## config.mk

```make
export PLATFORM = sky130hd
export DESIGN_NAME = nbadd_core
export DESIGN_NICKNAME = d
export VERILOG_FILES = /design/src/common/nbadd_pkg.sv /design/src/common/nbadd_alu_if.sv /design/src/core/nbadd_adder.sv /design/src/core/nbadd_core.sv
export SDC_FILE = /design/constraint.sdc
export NUM_CORES = 1
export LEC_CHECK = 0
export ABC_AREA = 1
export BUFFER_PORTS_ARGS = -buffer_cell sky130_fd_sc_hd__buf_4
export CORE_MARGIN = 4
export CORE_UTILIZATION = 51
export DETAILED_ROUTE_END_ITERATION = 8
export PLACE_DENSITY = 0.84
export SKIP_CTS_REPAIR_TIMING = 1
export SYNTH_ARGS = -nofsm -noshare
export SYNTH_HDL_FRONTEND = slang
export SYNTH_SLANG_ARGS = --single-unit
```

## constraint.sdc

```tcl
create_clock -name CLK -period 2.8 [get_ports CLK]
set_input_delay 0.28 -clock CLK [delete_from_list [all_inputs] [get_ports CLK]]
set_output_delay 0.28 -clock CLK [all_outputs]
set_load 0.02 [all_outputs]
```

## src/common/nbadd_pkg.sv

```systemverilog
package nbadd_pkg;
    // Widths
    localparam int unsigned NIB_W = 4;
    localparam int unsigned ADDR_W = 7;
    localparam int unsigned INSTR_W = 16;
    localparam int unsigned WSEL_W = 4;

    // Opcode field positions
    localparam int unsigned MEM_OPC_LSB = 7;
    localparam int unsigned IMM_OPC_LSB = 8;
    localparam int unsigned IMM_LSB = 4;
    localparam int unsigned WSEL_LSB = 0;
    localparam int unsigned ADDR_LSB = 0;

    // Memory-operand opcodes, bits 15..7
    localparam logic [8:0] OPC_ADC_MEM = 9'h020;
    localparam logic [8:0] OPC_ADCWB_MEM = 9'h012;
    localparam logic [8:0] OPC_ADD_MEM = 9'h030;

    // Register-immediate opcodes, bits 15..8
    localparam logic [7:0] OPC_ADC_IMM = 8'h0C;
    localparam logic [7:0] OPC_ADCWB_IMM = 8'h0D;
    localparam logic [7:0] OPC_ADD_IMM = 8'h1C;

    // Reset values
    localparam logic [3:0] RESULT_RST = 4'h0;
    localparam logic CARRY_RST = 1'h0;
    localparam logic ZERO_RST = 1'h0;

    typedef enum logic [6:0] {
        OP_NONE = 7'h01,
        OP_ADC_MEM = 7'h02,
        OP_ADC_IMM = 7'h04,
        OP_ADCWB_MEM = 7'h08,
        OP_ADCWB_IMM = 7'h10,
        OP_ADD_MEM = 7'h20,
        OP_ADD_IMM = 7'h40
    } nbadd_op_t;

    function automatic nbadd_op_t op_decode(input logic valid, input logic [15:0] instr);
        nbadd_op_t op;
        op = OP_NONE;
        if (!valid) begin
            op = OP_NONE;
        end else if (instr[15:MEM_OPC_LSB] == OPC_ADC_MEM) begin
            op = OP_ADC_MEM;
        end else if (instr[15:MEM_OPC_LSB] == OPC_ADCWB_MEM) begin
            op = OP_ADCWB_MEM;
        end else if (instr[15:MEM_OPC_LSB] == OPC_ADD_MEM) begin
            op = OP_ADD_MEM;
        end else if (instr[15:IMM_OPC_LSB] == OPC_ADC_IMM) begin
            op = OP_ADC_IMM;
        end else if (instr[15:IMM_OPC_LSB] == OPC_ADCWB_IMM) begin
            op = OP_ADCWB_IMM;
        end else if (instr[15:IMM_OPC_LSB] == OPC_ADD_IMM) begin
            op = OP_ADD_IMM;
        end
        return op;
    endfunction
endpackage

```

## src/common/nbadd_alu_if.sv

```systemverilog
interface nbadd_alu_if;
    logic [nbadd_pkg::NIB_W-1:0] a;
    logic [nbadd_pkg::NIB_W-1:0] b;
    logic cin;
    logic [nbadd_pkg::NIB_W-1:0] sum;
    logic cout;
    logic zero;

    modport req (output a, output b, output cin, input sum, input cout, input zero);
    modport alu (input a, input b, input cin, output sum, output cout, output zero);
endinterface

```

## src/core/nbadd_adder.sv

```systemverilog
module nbadd_adder (
    nbadd_alu_if.alu alu
);
    logic [nbadd_pkg::NIB_W:0] full;

    assign full = {1'h0, alu.a} + {1'h0, alu.b} + {{nbadd_pkg::NIB_W{1'h0}}, alu.cin};
    assign alu.sum = full[nbadd_pkg::NIB_W-1:0];
    assign alu.cout = full[nbadd_pkg::NIB_W];
    assign alu.zero = (full[nbadd_pkg::NIB_W-1:0] == {nbadd_pkg::NIB_W{1'h0}});
endmodule

```

## src/core/nbadd_core.sv

```systemverilog
// Notes on behaviour
// - Memory add-with-carry loads result, memory kept.
// - Immediate add-with-carry loads result register only.
// - Memory add-with-carry writes result and memory.
// - Immediate add-with-carry writes result and working register.
// - Plain memory add ignores incoming carry.
// - Plain immediate add ignores incoming carry.
// - Address bits 6-0; immediate 7-4; register 3-0.
module nbadd_core (
    // Clock and reset
    input wire logic CLK,
    input wire logic RST_N,
    // Instruction from fetch
    input wire logic INSTR_VALID,
    input wire logic [15:0] INSTR,
    output logic OP_HIT,
    // Data memory read
    output logic [6:0] MEM_RADDR,
    input wire logic [3:0] MEM_RDATA,
    // Working register read
    output logic [3:0] WR_RSEL,
    input wire logic [3:0] WR_RDATA,
    // Data memory writeback
    output logic MEM_WE,
    output logic [6:0] MEM_WADDR,
    output logic [3:0] MEM_WDATA,
    // Working register writeback
    output logic WR_WE,
    output logic [3:0] WR_WSEL,
    output logic [3:0] WR_WDATA,
    // Architectural state
    output logic [3:0] RESULT,
    output logic CARRY_FLAG,
    output logic ZERO_FLAG
);
    ////////////////////////////////////////////////////////////////////////////////
    nbadd_pkg::nbadd_op_t op;
    logic is_mem;
    logic use_cin;
    logic [3:0] imm;
    logic [3:0] result_q;
    logic carry_q;
    logic zero_q;
    logic mem_we_q;
    logic [6:0] mem_waddr_q;
    logic [3:0] mem_wdata_q;
    logic wr_we_q;
    logic [3:0] wr_wsel_q;
    logic [3:0] wr_wdata_q;

    nbadd_alu_if alu_bus ();

    nbadd_adder u_adder (
        .alu(alu_bus.alu)
    );

    ////////////////////////////////////////////////////////////////////////////////
    assign op = nbadd_pkg::op_decode(INSTR_VALID, INSTR);
    assign OP_HIT = (op != nbadd_pkg::OP_NONE);
    assign is_mem = (op == nbadd_pkg::OP_ADC_MEM) || (op == nbadd_pkg::OP_ADCWB_MEM)
        || (op == nbadd_pkg::OP_ADD_MEM);
    // Plain adds drop the carry here, not in the adder, so the adder stays generic
    assign use_cin = (op == nbadd_pkg::OP_ADC_MEM) || (op == nbadd_pkg::OP_ADC_IMM)
        || (op == nbadd_pkg::OP_ADCWB_MEM) || (op == nbadd_pkg::OP_ADCWB_IMM);

    // Read ports follow the instruction's operand bits directly so memory answers in the same cycle
    assign MEM_RADDR = INSTR[nbadd_pkg::ADDR_LSB +: nbadd_pkg::ADDR_W];
    assign WR_RSEL = INSTR[nbadd_pkg::WSEL_LSB +: nbadd_pkg::WSEL_W];
    assign imm = INSTR[nbadd_pkg::IMM_LSB +: nbadd_pkg::NIB_W];

    assign alu_bus.a = is_mem ? MEM_RDATA : WR_RDATA;
    assign alu_bus.b = is_mem ? result_q : imm;
    assign alu_bus.cin = use_cin & carry_q;

    ////////////////////////////////////////////////////////////////////////////////
    // Result register and flags
    always_ff @(posedge CLK or negedge RST_N) begin
        if (!RST_N) begin
            result_q <= nbadd_pkg::RESULT_RST;
            carry_q <= nbadd_pkg::CARRY_RST;
            zero_q <= nbadd_pkg::ZERO_RST;
        end else if (OP_HIT) begin
            result_q <= alu_bus.sum;
            carry_q <= alu_bus.cout;
            zero_q <= alu_bus.zero;
        end
    end

    // Data memory writeback, one cycle after the instruction
    always_ff @(posedge CLK or negedge RST_N) begin
        if (!RST_N) begin
            mem_we_q <= 1'h0;
            mem_waddr_q <= 7'h00;
            mem_wdata_q <= 4'h0;
        end else begin
            mem_we_q <= (op == nbadd_pkg::OP_ADCWB_MEM);
            if (op == nbadd_pkg::OP_ADCWB_MEM) begin
                mem_waddr_q <= MEM_RADDR;
                mem_wdata_q <= alu_bus.sum;
            end
        end
    end

    // Working register writeback
    always_ff @(posedge CLK or negedge RST_N) begin
        if (!RST_N) begin
            wr_we_q <= 1'h0;
            wr_wsel_q <= 4'h0;
            wr_wdata_q <= 4'h0;
        end else begin
            wr_we_q <= (op == nbadd_pkg::OP_ADCWB_IMM);
            if (op == nbadd_pkg::OP_ADCWB_IMM) begin
                wr_wsel_q <= WR_RSEL;
                wr_wdata_q <= alu_bus.sum;
            end
        end
    end

    assign RESULT = result_q;
    assign CARRY_FLAG = carry_q;
    assign ZERO_FLAG = zero_q;
    assign MEM_WE = mem_we_q;
    assign MEM_WADDR = mem_waddr_q;
    assign MEM_WDATA = mem_wdata_q;
    assign WR_WE = wr_we_q;
    assign WR_WSEL = wr_wsel_q;
    assign WR_WDATA = wr_wdata_q;

    ////////////////////////////////////////////////////////////////////////////////
    // Reference sums, independent of the adder
    logic [4:0] ref_mc;
    logic [4:0] ref_m;
    logic [4:0] ref_ic;
    logic [4:0] ref_i;
    logic [3:0] imm_ref;

    // Five bits wide, so the carry out lands in bit 4
    function automatic logic [4:0] ref_add(input logic [3:0] x, input logic [3:0] y,
                                           input logic c);
        return {1'h0, x} + {1'h0, y} + {4'h0, c};
    endfunction

    assign imm_ref = INSTR[7:4];
    assign ref_mc = ref_add(MEM_RDATA, result_q, carry_q);
    assign ref_m = ref_add(MEM_RDATA, result_q, 1'h0);
    assign ref_ic = ref_add(WR_RDATA, imm_ref, carry_q);
    assign ref_i = ref_add(WR_RDATA, imm_ref, 1'h0);
endmodule
```

Word-level counts from Yosys, hierarchy flattened --
Index checks and enable logic that the tools add are counted.
Operators by class: add/sub/neg operators 2, eq/ne operators 12, mux-type cells 9, bitwise logic cells 1, reduce and logical (&&, ||, !) cells 6
Operators with widths (count):
- $mux W7 | 7
- $eq A9 B6 Y1 const B | 2
- $eq A8 B4 Y1 const B | 2
- $eq A9 B5 Y1 const B | 1
- $eq A8 B5 Y1 const B | 1
- $mux W4 | 2
- $eq A7 B2 Y1 const B | 1
- $eq A7 B3 Y1 const B | 1
- $eq A7 B4 Y1 const B | 1
- $eq A7 B5 Y1 const B | 1
- $eq A7 B6 Y1 const B | 1
- $ne A7 B1 Y1 const B | 1
- $add A4 B4 Y5 | 1
- $add A5 B1 Y5 | 1
- $logic_or A1 B1 Y1 | 5
- $logic_not A4 Y1 | 1
- $and A1 B1 Y1 | 1
Storage, ports and cells: bits in registers 27, input bits 27, output and inout bits 39, logic and storage cells 39

Longest topological paths before layout --
Gate-level depths: netlist of run 1.
depth in word-level cells 15, gate-level depth with buffers 17, gate-level depth less buffers 17

Hierarchy --
A second synthesis of run 1 with hierarchy kept.
Second synthesis, totals: cells, all modules 219, area total of the unflattened synthesis 1736.7 um^2
By module, submodules not included:
- nbadd_core | instances 1, cells each 190, area each 1544.0 um^2, sequential area each 675.6 um^2
- nbadd_adder | instances 1, cells each 29, area each 192.7 um^2, sequential area each 0.0 um^2

Worst setup path after synthesis of run 1 --
Ideal clock, no wire load.
path type input to register, start point input port INSTR[13], end point register zero_q (netlist: ZERO_FLAG), library setup time 0.117 ns, data arrival time 2.277 ns, required time 2.683 ns, setup slack 0.406 ns, stages 14, buffers on the path 1, cells stage by stage nor2_4 nand3_1 nor2_1 nand3_1 nand3_4 buf_6 o21ai_0 fa_1 inv_1 fa_1 nand2_1 nor2_1 nand3_1 nand2_1
On the way: word-level cells in the longest chain between the ends 15, elaborated cells between the ends (all ways) 30, those cells by class 2 x add/sub; 12 x eq/ne; 9 x mux; 1 x bitwise; 6 x reduce/logical
Ends and longest elaborated chain:
- start: declaration | line nbadd_core.sv:15 | input wire logic [15:0] INSTR,
- $eq A8 B5 Y1 | line nbadd_pkg.sv:55 | end else if (instr[15:IMM_OPC_LSB] == OPC_ADD_IMM) begin
- $mux W7 | line nbadd_pkg.sv:55
- $mux W7 | line nbadd_pkg.sv:53 | end else if (instr[15:IMM_OPC_LSB] == OPC_ADCWB_IMM) begin
- $mux W7 | line nbadd_pkg.sv:51 | end else if (instr[15:IMM_OPC_LSB] == OPC_ADC_IMM) begin
- $mux W7 | line nbadd_pkg.sv:49 | end else if (instr[15:MEM_OPC_LSB] == OPC_ADD_MEM) begin
- $mux W7 | line nbadd_pkg.sv:47 | end else if (instr[15:MEM_OPC_LSB] == OPC_ADCWB_MEM) begin
- $mux W7 * | line nbadd_pkg.sv:45 | end else if (instr[15:MEM_OPC_LSB] == OPC_ADC_MEM) begin
- $mux W7 * | line nbadd_pkg.sv:43 | if (!valid) begin
- $eq A7 B2 Y1 (tied with other cells) | line nbadd_core.sv:60, nbadd_core.sv:63
- $logic_or A1 B1 Y1, on equally long branches | line nbadd_core.sv:60, nbadd_core.sv:63
- $logic_or A1 B1 Y1, on equally long branches | line nbadd_core.sv:61, nbadd_core.sv:64
- $mux W4 (tied with other cells) | line nbadd_core.sv:71 | assign alu_bus.a = is_mem ? MEM_RDATA : WR_RDATA;
- $add A4 B4 Y5 / $and A1 B1 Y1 (equally long branches) | line nbadd_adder.sv:6, nbadd_core.sv:73
- $add A5 B1 Y5 | line nbadd_adder.sv:6 | assign full = {1'h0, alu.a} + {1'h0, alu.b} + {{nbadd_pkg::NIB_W{1'h0}}, alu.cin};
- $logic_not A4 Y1 | line nbadd_adder.sv:9 | assign alu.zero = (full[nbadd_pkg::NIB_W-1:0] == {nbadd_pkg::NIB_W{1'h0}});
- end signal: assignment | line nbadd_core.sv:81 | zero_q <= nbadd_pkg::ZERO_RST;
- end signal: assignment | line nbadd_core.sv:85 | zero_q <= alu_bus.zero;
- end: declaration | line nbadd_core.sv:43 | logic zero_q;
Mark *: on every way between the ends. The rest lies on a longest branch, timed or not. A chain may end at the register's enable or synchronous reset.

Final worst setup path of run 1 --
start point input port INSTR[7], end point register zero_q (netlist: ZERO_FLAG)
On the way: word-level cells in the longest chain between the ends 12, elaborated cells between the ends (all ways) 24, those cells by class 2 x add/sub; 9 x eq/ne; 6 x mux; 1 x bitwise; 6 x reduce/logical
Ends and longest elaborated chain (line):
- $eq A9 B6 Y1 | nbadd_pkg.sv:49
- $mux W7 | nbadd_pkg.sv:49
- $mux W7 | nbadd_pkg.sv:47
- $mux W7 | nbadd_pkg.sv:45
- $mux W7 | nbadd_pkg.sv:43
- $eq A7 B2 Y1 (tied with other cells) | nbadd_core.sv:60, nbadd_core.sv:63
- $logic_or A1 B1 Y1, on equally long branches | nbadd_core.sv:60, nbadd_core.sv:63
- $logic_or A1 B1 Y1, on equally long branches | nbadd_core.sv:61, nbadd_core.sv:64
- $mux W4 (tied with other cells) | nbadd_core.sv:71
- $add A4 B4 Y5 / $and A1 B1 Y1 (equally long branches) | nbadd_adder.sv:6, nbadd_core.sv:73
- $add A5 B1 Y5 | nbadd_adder.sv:6
- $logic_not A4 Y1 | nbadd_adder.sv:9
Parallel ways exist; a longest one is shown, timed or not.

==> flow_summary.yaml, run 1 <==
clocking:
  cts_sinks: 27
  clk_latency_ps: 320
  cts.path.max_buffers: 2
  cts_buffers: 3
  cts_tree: "built"
  h-tree-depth: 1
  clockRootBuffer: "clkbuf_4"
  cts.clk_slew.worst_paths_ps: 140
power_and_ir_drop:
  p_switching_uw: 259
  switching_share_pct: 31.3
  comb_power_share_pct: 27.8
  powerDensity_nw_per_um2: 400
  internal_power_uw: 569
  power_frac_seq_pct: 52.5
  total_leakage_power_nw: 1.19
  p_clk_share_pct: 19.7
  ir_worst_vdd_uv: 347
  finalPower_uw: 828
floorplan:
  rows: 19
  die_h_um: 63.8
  dieArea_sq_um: 4070
  dieWidth_um: 63.8
  coreArea_sq_um: 2850
  ioPinCount: 66
  initial_core_util_pct: 55.6
synth:
  ys_top_cells_by_area: "dfrtp_1 (43%), nand2_1 (12%), inv_1 (6.6%)"
  synth_area_sq_um: 1590
  synthMostInstantiatedCell: "nand2_1"
  ys.flop_type: "dfrtp_1"
  netlist.area_leader.share_pct: 42.6
  ys_types: 24
  ys.warnings.count: 0
  syn_area_per_cell_sq_um: 7.85
  yosys_register_bits: 27
  synth_nets: 234
  ys_seq_area_share_pct: 42.6
  netlist_top_cells_count: "nand2_1 (52), inv_1 (28), dfrtp_1 (27), nor2_1 (15)"
  synth.largest_area_cell: "dfrtp_1"
  synth_cells: 202
  synth_edf_count: 0
  async_flop_share_pct: 100
cells_and_area:
  layout.nets: 293
  antennaDiodeCount: 0
  instances_no_fill: 291
  areaGrowthSynthToFinish_pct: 30.3
  fillers: 246
  drive_above_1_share_pct: 33.5
critical_path:
  crit_path_start_kind: "input port"
  worstSetupPathType: "input port to register"
  worstPathMaxFanout: 13
  cp_top_family: "simple AND/OR/NAND/NOR gates"
  cp.required_ps: 3040
  worstPathArrival_ps: 2490
  critPathCaptureType: "register"
  slowest_delay_ps: 460
  crit_chain: "buf_4, nor2_1, nand3_1, nor2_1, nand2_1, nand3_4, o21ai_0, fa_1, inv_1, fa_1, nand2_1, nor2_1, nand3_1, nand2_1"
  path_buf_inv: 2
  crit_slowest_cell: "fa_1"
timing:
  finalWorstSetupSlack_ps: 541
  setup_tns_ps: 0
  slew_violations: 0
  timing.fmax_mhz: 443
  slew_headroom_pct: 77.6
  finalHoldViolations: 0
  skew_ps: 11.6
  finalCriticalPeriod_ps: 2260
  setup_viol: 0
  timing.final.crit_share_pct: 80.7
  rsz0062_at_grt: "no"
  tightest_slew_ps: 336
route:
  vias: 1460
  avgViaCountPerCell: 5.02
  remaining_drc_errors: 0
  drt_iter0_drc: 49
  drtAntennaViolNets: 0
  first_pass_iters: 4
  routed_wl_mm: 3.61
  routedWlPerCell_um: 12.4
global_route:
  grt_pass1_vias: 1345
  grt_max_degree: 28
  track_usage_pct: 18.0
  grt_pass1_wl_mm: 5.98
  antenna_found_initial: 0
  grt_overflow: 0
place:
  place_inst: 286
  dp_worst_setup_slack_ps: 188
  dpl.hpwl_mm: 2.94
  port_buffers: 65
  gp_congestion: 0.862
outcome:
  outcome: "completed"
job:
  cap_violations: 0
hold_path:
  hold_class: "input port to register"
==> worst min-delay path, stage by stage <==
cell and delay [ps]:
buf_4 120, inv_1 60, o21ai_1 70
==> worst paths after layout <==
kind / startpoint / endpoint / slack [ps] / depth (start not counted)
min reg2reg: MEM_WDATA[0] / MEM_WDATA[0] / 510 / 2
max reg2reg: RESULT[0] / ZERO_FLAG / 940 / 9
max in group asynchronous: RST_N / MEM_WDATA[0] / 2150 / 2
min: INSTR[0] / MEM_WADDR[0] / 230 / 3
min in group asynchronous: RST_N / WR_WSEL[1] / 380 / 2
max: INSTR[7] / ZERO_FLAG / 540 / 14
==> flip-flops by register name (all words and copies together), names as in the netlist <==
register / flops
ZERO_FLAG: 1
MEM_WADDR: 7
WR_WE: 1
WR_WDATA: 4
WR_WSEL: 4
MEM_WDATA: 4
CARRY_FLAG: 1
MEM_WE: 1
RESULT: 4
==> logic make-up after synthesis <==
group	Yosys count	synth area share (%)
buf+inv	44	13.8
xor+xnor	1	0.552
simple gates	95	27.8
compound gates	30	10.3
fa+ha+maj	5	4.89
flops	27	42.6
==> layer usage <==
| layer | share of wire [%] | GRT usage (%) | routed length [um] |
|---|---|---|---|
| met5 | 0 | 0 | 0 |
| met2 | 51 | 32.5 | 1840 |
| met4 | 0.39 | 2.43 | 14 |
| met3 | 6.2 | 3.85 | 222 |
| met1 | 42 | 22.9 | 1530 |
==> final cells by class <==
cell class,count,area [sq um],share of cell area [%]
clock buffers,3,22.5,1.09
clock inverters,1,5.00,0.242
flip-flops and latches,27,676,32.7
well taps,31,38.8,1.88
repair buffers,70,528,25.5
inverters,28,105,5.08
multi-input cells,131,692,33.5
==> power by group through the flow <==
stage | logic, mW | clock network [mW] | registers (mW)
2_1_floorplan | 0.0928 | 0 | 0.470
5_1_grt | 0.253 | 0.182 | 0.439
3_5_place_dp | 0.231 | 0 | 0.441
6_report | 0.230 | 0.163 | 0.435
3_3_place_gp | 0.225 | 0 | 0.442
4_1_cts | 0.231 | 0.169 | 0.435
==> through the flow <==
stage	cell area (sq um)	util, %	hold slack, ps
floorplan	1590	-	-15.6
global placement	2030	71.1	204
detailed placement	2030	71.1	207
CTS	2060	72.1	-160
global route	2070	72.5	225
finish	2070	72.5	230
==> cell usage in the layout (no fill, tap or decap), drive strengths merged <==
cell	n
nand3	15
nand4	2
dfrtp	27
a21oi	2
nand2	58
fa	2
ha	3
clkbuf	3
inv	28
clkinv	1
nor2	19
nand3b	1
o2111a	1
o21ai	27
buf	69
dlygate4sd3	1
xor2	1
No activity file was read; power rests on OpenSTA's default activity.
==> run 2: changes to the inputs <==
- ABC_AREA: 1 -> 0
- CORE_UTILIZATION: 51 -> 47
- PLACE_DENSITY: 0.84 -> 0.79
- clock period: 2.8 -> 2.1 ns (I/O delays scaled with it)
==> flow_summary.yaml, run 2 <==
outcome:
  outcome: "finished, violations left"
  violations: "setup timing"
global_route:
  track_usage_pct: 16.4
  antenna_found_initial: 0
  grt_pass1_vias: 1152
  grt_max_degree: 28
  grt_pass1_wl_mm: 5.53
  grt_overflow: 0
synth:
  ys.warnings.count: 0
  synth_edf_count: 0
  yosys_register_bits: 27
  ys_types: 32
  ys.flop_type: "dfrtp_1"
  synth.largest_area_cell: "dfrtp_1"
  netlist_top_cells_count: "dfrtp_1 (27), mux2_2 (16), buf_4 (11), mux2_4 (11), inv_1 (7)"
  ys_seq_area_share_pct: 43.9
  synth_nets: 146
  async_flop_share_pct: 100
  syn_area_per_cell_sq_um: 13.5
  synth_cells: 114
  synth_area_sq_um: 1540
  synthMostInstantiatedCell: "dfrtp_1"
  netlist.area_leader.share_pct: 43.9
  ys_top_cells_by_area: "dfrtp_1 (44%), mux2_2 (12%), mux2_4 (11%)"
place:
  place_inst: 227
  gp_congestion: 0.817
  port_buffers: 65
  dpl.hpwl_mm: 2.75
floorplan:
  rows: 20
  die_h_um: 65.2
  ioPinCount: 66
  dieArea_sq_um: 4250
  initial_core_util_pct: 49.6
  dieWidth_um: 65.2
  coreArea_sq_um: 3100
route:
  wl_met2_mm: 1.80
  routed_wl_mm: 3.66
  remaining_drc_errors: 0
  avgViaCountPerCell: 4.91
  met1_length_mm: 1.60
  routedWlPerCell_um: 15.6
  first_pass_iters: 4
  wl_met3_um: 255
  routed.top_layer: "met3"
  vias: 1153
  drt_iter0_drc: 41
  drtAntennaViolNets: 0
timing:
  setup_tns_ps: -684
  setup_viol: 8
  tightest_slew_ps: 498
  slew_violations: 0
  timing.fmax_mhz: 441
  skew_ps: 10.8
  finalCriticalPeriod_ps: 2270
  timing.final.crit_share_pct: 108
  rsz0062_at_grt: "yes"
  slew_headroom_pct: 66.8
  finalWorstSetupSlack_ps: -166
  finalHoldViolations: 0
clocking:
  cts.clk_slew.worst_paths_ps: 150
  clockRootBuffer: "clkbuf_4"
  clk_latency_ps: 320
  cts_tree: "built"
  cts_buffers: 3
  cts_sinks: 27
  h-tree-depth: 1
  cts.path.max_buffers: 2
hold_path:
  hold_class: "input port to register"
  holdCritStartpoint: "INSTR[6]"
cells_and_area:
  areaGrowthSynthToFinish_pct: 45.4
  antennaDiodeCount: 0
  largest_reg_flops: 7
  layout_commonest_cell: "buf_4"
  fillers: 245
  instances_no_fill: 235
  drive_above_1_share_pct: 70.2
  layout.nets: 224
  layout_common_cells: "buf_4 (82), dfrtp_1 (27), mux2_4 (15), mux2_2 (12), inv_1 (6)"
critical_path:
  crit_start: "INSTR[9]"
  critPathCaptureType: "register"
  crit_path_start_kind: "input port"
  cp_top_family: "adder cells"
  slowest_delay_ps: 430
  path_buf_inv: 2
  reg2reg_from: "RESULT[0]"
  worstPathMaxFanout: 4
  crit_chain: "buf_6, nor4_4, and2_4, o211ai_4, mux2_4, fa_2, inv_2, fa_2, nor3b_2, o311a_2, o2bb2ai_2"
  worstSetupPathType: "input port to register"
  path_common_cell: "fa_2"
  crit_slowest_cell: "fa_2"
  worstPathArrival_ps: 2470
  cp.required_ps: 2310
power_and_ir_drop:
  powerDensity_nw_per_um2: 536
  ir_worst_vdd_uv: 300
  total_leakage_power_nw: 1.23
  finalPower_mw: 1.20
job:
  cap_violations: 0
run 2: changes by cell type in the layout (fill, tap and decap cells not counted), moves of 5 or more:
cell / delta
nand3_1: -13
mux2i_1: +5
o21ai_1: -11
mux2_4: +15
nand2_1: -50
inv_1: -22
mux2_2: +12
buf_4: +13
o21ai_0: -13
nand2_2: -5
nor2_1: -13
run 2: kinds of logic after synthesis:
group	Yosys count	synth area share (%)
flops	27	43.9
compound gates	11	6.50
simple gates	16	8.05
xor+xnor	3	1.71
buf+inv	20	9.11
mux	32	25.7
fa+ha+maj	5	5.04
run 2: metrics by stage:
step           utilization [%]  setup slack (ps)  cell area, sq um  hold slack (ps)
6_report                  72.1              -166              2240              128
5_1_grt                   72.1              -220              2240             95.3
4_1_cts                   68.8              -175              2130             -227
3_5_place_dp              67.9              -529              2110              143
3_3_place_gp              67.9              -461              2110              139
2_1_floorplan                -              -432              1550            -85.6
run 2: routing by layer:
metal / track usage, % / vias to the layer above
li1: - / 545
met1: 21.4 / 562
met2: 29.2 / 46
met3: 2.56 / 0
met4: 2.59 / 0
met5: 0 / -
run 2: power by group:
part | internal (mW) | switching, mW
clock | 0.0712 | 0.151
sequential | 0.559 | 0.0275
combinational | 0.202 | 0.190
run 2: path summary, 6_finish.rpt:
| path | endpoint | depth (start not counted) | slack (ps) |
|---|---|---|---|
| setup / recovery | ZERO_FLAG | 11 | -170 |
| hold / removal | MEM_WADDR[6] | 2 | 130 |
| setup reg to reg | ZERO_FLAG | 7 | 50 |
| hold reg to reg | WR_WDATA[1] | 2 | 510 |
| max in group asynchronous | ZERO_FLAG | 2 | 1510 |
| min in group asynchronous | WR_WSEL[2] | 2 | 330 |
run 2: cell type report:
cell class	count	area, sq um	share of cell area (%)
clock buffers	3	22.5	1.01
multi-input cells	67	795	35.5
well taps	44	55.1	2.46
flip-flops and latches	27	676	30.2
clock inverters	1	5.00	0.224
inverters	7	26.3	1.17
repair buffers	86	659	29.5
==> run 3: changes to the inputs <==
- CORE_ASPECT_RATIO: not set -> 0.8
==> flow_summary.yaml, run 3 (synthesized netlist as in run 2, its figures left out) <==
global_route:
  grt_max_degree: 28
  grt_overflow: 0
  grt_pass1_wl_mm: 5.47
  antenna_found_initial: 0
  grt_pass1_vias: 1215
  track_usage_pct: 16.0
route:
  first_pass_iters: 4
  routed_wl_mm: 3.29
  drt_iter0_drc: 43
  avgViaCountPerCell: 4.95
  remaining_drc_errors: 0
  routedWlPerCell_um: 14.2
  vias: 1143
  drtAntennaViolNets: 0
critical_path:
  critPathCaptureType: "register"
  cp.required_ps: 2260
  crit_chain: "buf_6, nor4_4, and2_4, o211ai_4, mux2_4, fa_2, inv_2, fa_1, nor3b_2, o311a_2, o2bb2ai_2"
  path_buf_inv: 2
  crit_path_start_kind: "input port"
  worstPathArrival_ps: 2440
  crit_slowest_cell: "fa_1"
  worstSetupPathType: "input port to register"
  worstPathMaxFanout: 4
  cp_top_family: "adder cells"
  slowest_delay_ps: 420
timing:
  rsz0062_at_grt: "yes"
  tightest_slew_ps: 333
  finalCriticalPeriod_ps: 2280
  setup_viol: 11
  timing.fmax_mhz: 438
  slew_headroom_pct: 77.8
  timing.final.crit_share_pct: 109
  slew_violations: 0
  finalHoldViolations: 0
  finalWorstSetupSlack_ps: -181
  skew_ps: 1.11
floorplan:
  dieArea_sq_um: 4260
  rows: 18
  initial_core_util_pct: 49.5
  dieWidth_um: 72.0
  die_h_um: 59.2
  coreArea_sq_um: 3110
  ioPinCount: 66
power_and_ir_drop:
  powerDensity_nw_per_um2: 556
  total_leakage_power_nw: 1.23
  ir_worst_vdd_uv: 333
place:
  dp_worst_setup_slack_ps: -525
  place_inst: 225
  place_area_sq_um: 2120
  dpl.hpwl_mm: 2.70
  gp_congestion: 0.842
  port_buffers: 65
cells_and_area:
  areaGrowthSynthToFinish_pct: 46.2
  stdcell_area_sq_um: 2250
  instances_no_fill: 231
  layout_common_cells: "buf_4 (83), dfrtp_1 (27), mux2_2 (14), mux2_4 (13), inv_1 (6)"
  layout_commonest_cell: "buf_4"
  antennaDiodeCount: 0
  layout.nets: 224
  largest_reg_flops: 7
  drive_above_1_share_pct: 69.6
clocking:
  cts_buffers: 3
  clockRootBuffer: "clkbuf_8"
  cts_sinks: 27
  cts_tree: "built"
  h-tree-depth: 1
  cts.path.max_buffers: 2
  clk_latency_ps: 260
  cts.clk_slew.worst_paths_ps: 90
job:
  cap_violations: 0
outcome:
  violations: "setup timing"
  outcome: "finished, violations left"
hold_path:
  hold_class: "input port to register"
## run 3: cell count changes in the layout (fill, tap and decap cells not counted), moves of 2 or more
cell	previous run	this run
clkbuf_4	3	0
mux2_2	12	14
clkbuf_8	0	3
mux2_4	15	13
## run 3: path summary, 6_finish.rpt
| check | from | to | slack, ps | cells past startpoint |
|---|---|---|---|---|
| hold reg to reg | WR_WDATA[1] | WR_WDATA[1] | 500 | 2 |
| hold / removal | INSTR[6] | MEM_WADDR[6] | 190 | 2 |
| setup reg to reg | RESULT[0] | ZERO_FLAG | 60 | 7 |
| min in group asynchronous | RST_N | WR_WSEL[1] | 410 | 2 |
| setup / recovery | INSTR[9] | ZERO_FLAG | -180 | 11 |
| max in group asynchronous | RST_N | RESULT[3] | 1450 | 2 |
## run 3: report_power, final
group | internal (mW) | switching (mW) | leakage (nW)
combinational | 0.199 | 0.182 | 0.847
sequential | 0.558 | 0.0281 | 0.356
clock | 0.135 | 0.148 | 0.0228
## run 3: metal layers
metal	up-vias	wire length (um)	track usage, %
met5	-	0	0
met4	0	0	3.49
met3	0	305	4.75
met2	47	1610	27.6
met1	555	1370	20.0
li1	541	-	-
## run 3: stage by stage
step | TNS [ps] | total power [mW] | hold WS [ps] | utilization, %
floorplan | -2360 | 0.775 | -85.6 | -
global placement | -4060 | 0.942 | 133 | 68.1
detailed placement | -4760 | 0.952 | 141 | 68.1
CTS | -1370 | 1.24 | -152 | 69.5
global route | -1780 | 1.32 | 185 | 72.4
finish | -791 | 1.25 | 190 | 72.4
## run 3: final cells by class
cell class / instances / area, sq um
tap: 40 / 50.0
inverter: 7 / 26.3
sequential: 27 / 676
fill: 225 / 858
multi-input combinational: 67 / 797
clock buffer: 4 / 45.0
timing repair buffer: 86 / 656
